$ cat src/core/bank_decode_defs.vh
// Address decode constants for the bank strobe and palette decoder
`ifndef BANK_DECODE_DEFS_VH
`define BANK_DECODE_DEFS_VH
`define HI_NIB_LSB      28
`define BANK_SEL_LSB    23
`define REG_SEL_LSB     5
`define HI_NIB_PALETTE  4'hd
`define HI_NIB_SHADOW   4'hf
`define BANK_VRAM0      2'h0
`define BANK_VRAM1      2'h1
`define BANK_DRAM       2'h2
`define BANK_SHADOW     2'h3
`define STATUS_LD_MASK  4'h3
`define STATUS_LD_COLOR 4'h4
`define REG_SEL_RESET   4'hf
`endif

$ cat src/core/addr_latch.v
// Transparent address and status latch with hold between address phases
`timescale 1ns/1ps
`include "bank_decode_defs.vh"
module addr_latch (
	input  wire        ref_clk_i,     // Bus clock
	input  wire        reset_n_i,     // Synchronous reset, active low
	input  wire        addr_phase_i,  // Address phase of the local bus cycle
	input  wire [31:0] lad_i,         // Local address/data bus
	input  wire [3:0]  status_i,      // Bus cycle status code
	output wire [3:0]  hi_nib_o,      // Address bits 31..28
	output wire [1:0]  bank_sel_o,    // Address bits 24..23
	output wire [3:0]  status_o,      // Status bits 3..0
	output wire [3:0]  reg_sel_o      // Address bits 8..5
);
	reg [3:0] hi_hold;
	reg [1:0] bank_hold;
	reg [3:0] stat_hold;
	reg [3:0] rsel_hold;
	// Held copies feed back so the outputs keep their value while closed; they follow input while open
	always @(posedge ref_clk_i) begin
		if (!reset_n_i) begin
			hi_hold   <= 4'h0;
			bank_hold <= 2'h0;
			stat_hold <= 4'h0;
			rsel_hold <= `REG_SEL_RESET; // see RULE_16
		end else if (addr_phase_i) begin // see RULE_17
			hi_hold   <= lad_i[31:28];
			bank_hold <= lad_i[24:23];
			stat_hold <= status_i;
			rsel_hold <= lad_i[8:5];
		end
	end
	assign hi_nib_o   = addr_phase_i ? lad_i[31:28] : hi_hold; // see RULE_15
	assign bank_sel_o = addr_phase_i ? lad_i[24:23] : bank_hold; // see RULE_14
	assign status_o   = addr_phase_i ? status_i : stat_hold; // see RULE_14
	assign reg_sel_o  = !reset_n_i ? `REG_SEL_RESET :
		(addr_phase_i ? lad_i[8:5] : rsel_hold); // see RULE_16
endmodule // addr_latch

$ cat src/core/bank_decoder.v
// Row strobe bank decoder and palette strobe generator
`timescale 1ns/1ps
`include "bank_decode_defs.vh"
//Contract
// RULE_01: Bank 0 at zero, bank 1 at 0x00800000, DRAM up to 0x017FFFFF.
// RULE_02: Bank strobes come from processor row strobe and latched address.
// RULE_03: DRAM also answers in shadow from 0xFF800000 covering vectors.
// RULE_04: Decode is incomplete; every bank aliases through address space.
// RULE_05: Mask and color load cycles strobe both video RAM banks.
// RULE_06: DRAM strobe stays off during mask and color load cycles.
// RULE_07: Processor drives zero address in mask and color load cycles.
// RULE_08: Active-low palette select in the region near 0xD0000000.
// RULE_09: Palette write strobe low when select low and write enable low.
// RULE_10: Palette read low when select low, write high, transfer low.
// RULE_11: Palette register selects come from latched address bits 8..5.
// RULE_12: Only low eight data bits of palette words are meaningful.
// RULE_13: Software should use byte accesses at word-aligned addresses.
// RULE_14: Latch holds address bits 31..28, 24..23 and status 3..0.
// RULE_15: Select latch is transparent, built with internal feedback.
// RULE_16: Reset forces latched address bits 8..5 high.
// RULE_17: Latch passes in address phase, holds until the next one.
module bank_decoder (
	input  wire        ref_clk_i,                   // Bus clock
	input  wire        reset_n_i,                   // Sync reset, low
	input  wire        addr_phase_i,                // Address phase strobe
	input  wire [31:0] local_addr_data_bus_i,       // Muxed bus
	input  wire [3:0]  status_i,                    // Cycle status
	input  wire        processor_row_strobe_out_n_i, // Row strobe, low
	input  wire        write_enable_n_i,            // Write enable, low
	input  wire        transfer_output_enable_n_i,  // Transfer/OE, low
	output reg         vram_bank0_row_strobe_n_o,   // Bank 0 strobe
	output reg         vram_bank1_row_strobe_n_o,   // Bank 1 strobe
	output reg         dram_bank_row_strobe_n_o,    // DRAM strobe
	output reg         palette_chip_select_n_o,     // Palette select
	output reg         palette_write_n_o,           // Palette write
	output reg         palette_read_n_o,            // Palette read
	output reg  [3:0]  palette_reg_sel_o            // Register select
);
	wire [3:0] hi_nib;
	wire [1:0] bank_sel;
	wire [3:0] stat;
	wire [3:0] reg_sel;
	reg        special;
	reg        next_b0;
	reg        next_b1;
	reg        next_dr;
	reg        next_cs;
	reg        mem_region;

	addr_latch latch_decoder (
		.ref_clk_i   (ref_clk_i),
		.reset_n_i   (reset_n_i),
		.addr_phase_i(addr_phase_i),
		.lad_i       (local_addr_data_bus_i),
		.status_i    (status_i),
		.hi_nib_o    (hi_nib),
		.bank_sel_o  (bank_sel),
		.status_o    (stat),
		.reg_sel_o   (reg_sel)
	);

	// Zero address in special cycles is not relied on; status alone decodes them
	always @* begin
		special = (stat == `STATUS_LD_MASK) ||
			(stat == `STATUS_LD_COLOR); // see RULE_07
		// Only top nibble and bits 24..23 decoded, so banks alias
		mem_region = (hi_nib != `HI_NIB_PALETTE); // see RULE_04
		next_b0 = 1'b1;
		next_b1 = 1'b1;
		next_dr = 1'b1;
		next_cs = 1'b1;
		if (!processor_row_strobe_out_n_i) begin // see RULE_02
			if (special) begin
				next_b0 = 1'b0; // see RULE_05
				next_b1 = 1'b0; // see RULE_05
				next_dr = 1'b1; // see RULE_06
			end else if (hi_nib == `HI_NIB_SHADOW &&
				bank_sel == `BANK_SHADOW) begin
				next_dr = 1'b0; // see RULE_03
			end else if (mem_region) begin
				case (bank_sel)
					`BANK_VRAM0: next_b0 = 1'b0; // see RULE_01
					`BANK_VRAM1: next_b1 = 1'b0; // see RULE_01
					`BANK_DRAM:  next_dr = 1'b0; // see RULE_01
					default:     next_dr = 1'b0; // see RULE_04
				endcase
			end
		end
		if (!addr_phase_i && hi_nib == `HI_NIB_PALETTE && !special)
			next_cs = 1'b0; // see RULE_08
	end

	always @(posedge ref_clk_i) begin
		if (!reset_n_i) begin
			vram_bank0_row_strobe_n_o <= 1'b1;
			vram_bank1_row_strobe_n_o <= 1'b1;
			dram_bank_row_strobe_n_o  <= 1'b1;
			palette_chip_select_n_o   <= 1'b1;
			palette_write_n_o         <= 1'b1;
			palette_read_n_o          <= 1'b1;
			palette_reg_sel_o         <= `REG_SEL_RESET; // see RULE_16
		end else begin
			vram_bank0_row_strobe_n_o <= next_b0;
			vram_bank1_row_strobe_n_o <= next_b1;
			dram_bank_row_strobe_n_o  <= next_dr;
			palette_chip_select_n_o   <= next_cs;
			palette_write_n_o <= next_cs | write_enable_n_i; // see RULE_09
			palette_read_n_o  <= next_cs | !write_enable_n_i |
				transfer_output_enable_n_i; // see RULE_10
			palette_reg_sel_o <= reg_sel; // see RULE_11
		end
	end
endmodule // bank_decoder

$ cat config.mk
export PLATFORM = sky130hd
export DESIGN_NAME = bank_decoder
export DESIGN_NICKNAME = d
export VERILOG_FILES = /design/src/core/addr_latch.v /design/src/core/bank_decoder.v
export VERILOG_INCLUDE_DIRS = /design/src /design/src/core
export SDC_FILE = /design/constraint.sdc
export NUM_CORES = 1
export LEC_CHECK = 0
export BUFFER_PORTS_ARGS = -buffer_cell sky130_fd_sc_hd__buf_4
export CORE_MARGIN = 1
export CORE_UTILIZATION = 35
export DETAILED_ROUTE_END_ITERATION = 6
export PLACE_DENSITY = 0.7
export SETUP_SLACK_MARGIN = 0.5
export SLEW_MARGIN = 20
export SYNTH_ARGS = -nofsm -noshare
export SYNTH_HDL_FRONTEND = slang
export SYNTH_SLANG_ARGS = --single-unit
$ cat constraint.sdc
create_clock -name ref_clk_i -period 1.3 [get_ports ref_clk_i]
set_input_delay 0.13 -clock ref_clk_i [delete_from_list [all_inputs] [get_ports ref_clk_i]]
set_output_delay 0.13 -clock ref_clk_i [all_outputs]
set_load 0.005 [all_outputs]
==> results.toml, run 1 <==
[cts]
clk_latency_ns = 0.29
cts.sinks = 20
clk_root_buffer_cell = "clkbuf_4"
cts-buffers-inserted = 3
path_clk_slew_ns = 0.10
cts_tree = "done"
h-tree-depth = 1
cts_buffer_depth = 2

[timing]
fmax_mhz = 727
max-slew-margin-rel_pct = 82.7
min_period_ns = 1.37
skew_ns = 0.000889
setup_tns_ns = -0.143
worst_pin_slew_ns = 0.253
hold_ws_ns = 0.0360
rsz0062_at_grt = "yes"
finalSetupViolCount = 2
maxSlewViolCount = 0
hold_viol_final = 0
fin_ws_ns = -0.0747
fin_crit_sh_pct = 106

[yosys]
synth_area_leaders = "dfxtp_1 53%, mux2i_1 17%, nor2b_1 7.4%"
ys_ff_latch = 20
synth_largest_area_cell = "dfxtp_1"
synth_cell_types = 20
avgSynthCellArea_um2 = 11.2
ys_seq_area_share_pct = 52.6
synth_top_area_share_pct = 52.6
synth_cells = 68
ys.warnings.count = 0
syn-num-nets = 110
netlist_area_um2 = 761

[die]
die_w_um = 48.6
coreArea_mm2 = 0.00200
row_count = 16
io-pin-count = 52
fp.dieH_um = 48.6
die_area_mm2 = 0.00236
initial_core_util_pct = 38.0

[final_layout]
final_common_cell = "buf_4"
n_antenna_cell = 0
finalNetCount = 147
layout_common_cells = "30 x buf_4, 15 x dfxtp_1, 11 x mux2i_1, 8 x nor2b_1"
drive_above_1_share_pct = 46.6
finalNonFillerCells = 130
area_growth_pct = 43.9
multiInputGateArea_um2 = 350
fillers = 195
seqCellArea_um2 = 407

[power]
ir_worst_vdd_v = 0.000813
p_total_uw = 1120
power_density_mw_per_mm2 = 1020
p_leak_uw = 0.000488

[global_route]
grt_pass1_vias = 552
gr-total-overflow = 0
grt_pass1_wl_um = 2330
grt_use_total_pct = 12.9
antenna_found_initial = 0
grt_max_degree = 16

[critical_path]
crit_fanout = 6
timing.rr.end = "vram_bank1_row_strobe_n_o"
crit_chain = "mux2i_2, or3b_1, a21o_1, a21o_1"
crit_top_cell = "a21o_1"
criticalPathCategory = "register to register"
rrSetupSlack_ns = -0.07
slowest_stage = "or3b_1"
cp-startpoint = "latch_decoder.stat_hold[2]"
critPathArrivalTime_ns = 1.57
start_kind = "register"
required_ns = 1.50
slowest_delay_ns = 0.36
timing.rr.start = "latch_decoder.stat_hold[2]"
ff2ff_path_depth = 4
path_delay_family = "compound AO/OA/AOI/OAI gates"
cp-end-kind = "register"
crit_buf_inv = 0

[placement]
place_ws_ns = -0.0663
place_congestion = 0.787
port-buffer-count = 29
dp_hpwl_um = 1040
dp.cells = 125

[routing]
routed_wirelength_um = 1370
met3_length_um = 105
viasPerCell = 4.53
drt_iter0_drc = 4
drc = 0
dr.max_layer_used = "met3"
wl_per_cell_um = 10.5
ant_nets = 0
first_pass_iters = 4
vias = 589
dr_wl_met2_um = 650
wl_met1_um = 612

[min_path]
min_path_cells = 2
hp-start = "write_enable_n_i"
min_to = "palette_write_n_o"
worst_hold_path_type = "input port to register"

[outcome]
outcome = "complete, but fails checks"
violations = "setup timing"

[job]
cap_violations = 0
## routing by layer
metal  track usage [%]  up-vias
li1                  -      306
met1              15.7      258
met2              20.6       25
met3              5.35        0
met4              4.41        0
met5                 0        -
## cells in the mapped netlist
master	number
clkbuf_1	1
nand3_1	3
nand2_1	4
and2_1	1
nand2b_1	1
mux2i_1	13
nor2b_1	9
and2b_1	1
buf_2	1
a2bb2oi_1	1
a21o_1	3
or3b_1	1
nand4_1	2
mux2_2	1
nor2_1	1
buf_6	1
nand4b_1	1
dfxtp_1	20
and4bb_2	1
nand3b_1	2
## kinds of logic after synthesis
group	after synthesis	synth area share (%)
and+or+nand+nor	27	22.0
muxes	14	18.6
buffers and inverters	3	2.63
AOI/OAI and AO/OA	4	4.11
DFF	20	52.6
## timing repair
item	CTS	global route
setup buffers	0	2
gates cloned	0	0
pin swaps	2	3
endpoints found under the hold margin	0	0
gates resized for setup	8	4
hold buffers	0	0
endpoints found under the setup margin	17	19
## state kept, by name, indices dropped and copies added, names as in the netlist, 2 cells and up
name / cells
latch_decoder.hi_hold: 4
latch_decoder.stat_hold: 4
latch_decoder.rsel_hold: 4
latch_decoder.bank_hold: 2
## power by group
group          switching, uW  internal [uW]  leakage, uW  total [uW]
Sequential              12.3            644     0.000163         657
Clock                    170            108    0.0000138         278
Combinational           66.7            114     0.000311         181
## stage by stage
stage	util (%)	area [um2]
2_1_floorplan	-	768
3_3_place_gp	51.2	1030
3_5_place_dp	51.2	1030
4_1_cts	53.4	1070
5_1_grt	54.7	1090
6_report	54.7	1090
## worst register-to-register path, stage by stage (launching register included)
cell and delay (ns):
dfxtp_1 0.32, mux2i_2 0.17, or3b_1 0.36, a21o_1 0.25, a21o_1 0.18
## worst max path at each step
stage                                endpoint  slack [ns]  cells after the start
global route        vram_bank0_row_strobe_n_o       -0.15                      4
global placement    vram_bank1_row_strobe_n_o       -0.08                      5
floorplan           vram_bank0_row_strobe_n_o        0.06                      5
finish              vram_bank1_row_strobe_n_o       -0.07                      4
detailed placement  vram_bank1_row_strobe_n_o       -0.07                      5
CTS                 vram_bank1_row_strobe_n_o       -0.04                      4
## area by class of cell
cell class	count	area share, %
timing repair buffer	35	25.7
sequential	20	37.1
clock buffer	3	2.06
tap	27	3.09
multi-input combinational	45	32.0
No activity file was read; power rests on OpenSTA's default activity.
==> run 2: changes to the inputs <==
--- a/config.mk
+++ b/config.mk
@@ -8,11 +8,12 @@
 export LEC_CHECK = 0
 export BUFFER_PORTS_ARGS = -buffer_cell sky130_fd_sc_hd__buf_4
 export CORE_MARGIN = 1
-export CORE_UTILIZATION = 35
+export CORE_UTILIZATION = 38
 export DETAILED_ROUTE_END_ITERATION = 6
-export PLACE_DENSITY = 0.7
+export PLACE_DENSITY = 0.71
 export SETUP_SLACK_MARGIN = 0.5
 export SLEW_MARGIN = 20
 export SYNTH_ARGS = -nofsm -noshare
 export SYNTH_HDL_FRONTEND = slang
+export SYNTH_HIERARCHICAL = 1
 export SYNTH_SLANG_ARGS = --single-unit
==> results.toml, run 2 <==
[die]
fp.dieH_um = 51.1
die_area_mm2 = 0.00261
die_w_um = 51.1
coreArea_mm2 = 0.00223
row_count = 17
io-pin-count = 52
initial_core_util_pct = 41.0

[routing]
ant_nets = 0
drt_iter0_drc = 11
routed_wirelength_um = 1680
drc = 0
first_pass_iters = 4
viasPerCell = 4.70
wl_per_cell_um = 11.7
vias = 672

[cts]
clk_root_buffer_cell = "clkbuf_4"
cts.sinks = 24
cts_buffer_depth = 2
cts-buffers-inserted = 3
clk_latency_ns = 0.31
cts_tree = "done"
path_clk_slew_ns = 0.13
h-tree-depth = 1

[yosys]
yosys-top-cells-count = "24 x dfxtp_1, 9 x and2_1, 6 x mux2_4, 6 x nand2b_1"
yosysMostFrequentCell = "dfxtp_1"
async_reset_ff_share_pct = 0
synth_largest_area_cell = "dfxtp_1"
synth_cells = 74
ys_ff_latch = 24
avgSynthCellArea_um2 = 12.4
ys_seq_area_share_pct = 52.5
synth_edf_count = 0
syn-num-nets = 116
ys.warnings.count = 6
netlist_area_um2 = 915
synth_top_area_share_pct = 52.5
ys.flop_type = "dfxtp_1"
synth_cell_types = 23
synth_area_leaders = "dfxtp_1 53%, mux2_4 9.8%, and2_1 6.2%"

[min_path]
worst_hold_path_type = "input port to register"
min_path_cells = 3

[outcome]
outcome = "complete, but fails checks"
violations = "setup timing"

[final_layout]
fillers = 182
drive_above_1_share_pct = 68.7
finalNetCount = 158
layout_common_cells = "29 x buf_4, 14 x dfxtp_2, 10 x mux2_4, 10 x dfxtp_1, 9 x and2_4"
seqCellArea_um2 = 498
n_antenna_cell = 0
finalNonFillerCells = 143
final_common_cell = "buf_4"
area_growth_pct = 53.1
design_area_mm2 = 0.00140
multiInputGateArea_um2 = 483

[timing]
min_period_ns = 1.37
setup_tns_ns = -0.229
rsz0062_at_grt = "yes"
maxSlewViolCount = 0
finalSetupViolCount = 6
hold_viol_final = 0
hold_ws_ns = 0.0393
fmax_mhz = 730
fin_ws_ns = -0.0700
worst_pin_slew_ns = 0.284
fin_crit_sh_pct = 105
max-slew-margin-rel_pct = 81.0
skew_ns = 0.00158

[global_route]
antenna_found_initial = 0
grt_use_total_pct = 14.4
grt_pass1_wl_um = 2730
gr-total-overflow = 0
grt_max_degree = 21
grt_pass1_vias = 670

[power]
ir_worst_vdd_v = 0.000930
p_total_uw = 1570
power_density_mw_per_mm2 = 1120
p_leak_uw = 0.000632

[critical_path]
crit_chain = "mux2_4, nand4b_1, nor4_4, nand3b_1"
ff2ff_path_depth = 4
critPathArrivalTime_ns = 1.58
cp-end-kind = "register"
slowest_delay_ns = 0.34
required_ns = 1.51
criticalPathCategory = "register to register"
slowest_stage = "dfxtp_2"
path_delay_family = "simple AND/OR/NAND/NOR gates"
start_kind = "register"
critical_path_depth = 4
crit_buf_inv = 0
crit_fanout = 3

[placement]
dp_hpwl_um = 1170
place_congestion = 0.750
dpl-instance-area_mm2 = 0.00121
dp.cells = 134
port-buffer-count = 29

[job]
cap_violations = 0
run 2: cell types whose count changed after synthesis, sizes merged, moves of 4 or more:
| cell | change |
|---|---|
| nor2b | -8 |
| mux2 | +9 |
| mux2i | -9 |
| and2 | +9 |
| nand2b | +5 |
| dfxtp | +4 |
run 2: metal layers:
layer	wire [um]	global-route usage (%)	vias to the layer above
li1	-	-	334
met1	742	16.4	307
met2	793	24.8	27
met3	98	2.98	4
met4	42	8.33	0
met5	0	0	-
run 2: logic make-up after synthesis:
group / count (synthesis) / share of synthesized area (%)
AO/OA/AOI/OAI: 2 / 1.09
multiplexers: 14 / 19.2
AND/OR/NAND/NOR: 31 / 25.2
flip-flops: 24 / 52.5
buffers and inverters: 3 / 2.05
run 2: worst reg2reg max path: cells and delay by family (launching register included):
family           cells  cell delay, ns
multiplexers         1            0.27
AND/OR/NAND/NOR      3            0.66
flip-flops           1            0.34
run 2: area by class of cell:
type | count | area share, %
Clock inverter | 1 | 2.14
Timing Repair Buffer | 39 | 23.4
Inverter | 1 | 0.268
Tap cell | 28 | 2.50
Sequential cell | 24 | 35.6
Clock buffer | 3 | 1.61
Multi-Input combinational cell | 47 | 34.5
run 2: timing repair:
item	CTS	global route
hold endpoints to repair	2	1
setup endpoints to repair	26	30
cloned	0	0
pin swaps	4	4
resized for setup	10	26
hold buffers	1	1
buffers inserted	0	3
run 2: report_power, final:
group / total [uW] / switching [uW] / internal, uW / leakage [uW]
combinational: 255 / 87.3 / 168 / 0.000409
sequential: 786 / 10.9 / 775 / 0.000196
clock: 533 / 221 / 312 / 0.0000279
run 2: path summary, 6_finish.rpt:
kind / to / slack (ns) / from
setup / recovery: palette_read_n_o / -0.07 / latch_decoder/hi_hold[1]
hold / removal: latch_decoder/rsel_hold[3] / 0.04 / local_addr_data_bus_i[8]
setup reg to reg: palette_read_n_o / -0.07 / latch_decoder/hi_hold[1]
hold reg to reg: latch_decoder/rsel_hold[3] / 0.48 / latch_decoder/rsel_hold[3]
run 2: stage by stage:
step	util, %	setup WS (ns)
4_1_cts	57.8	-0.0498
6_report	62.7	-0.0700
3_5_place_dp	54.0	-0.134
2_1_floorplan	-	0.0600
5_1_grt	62.7	-0.132
3_3_place_gp	54.0	-0.0862
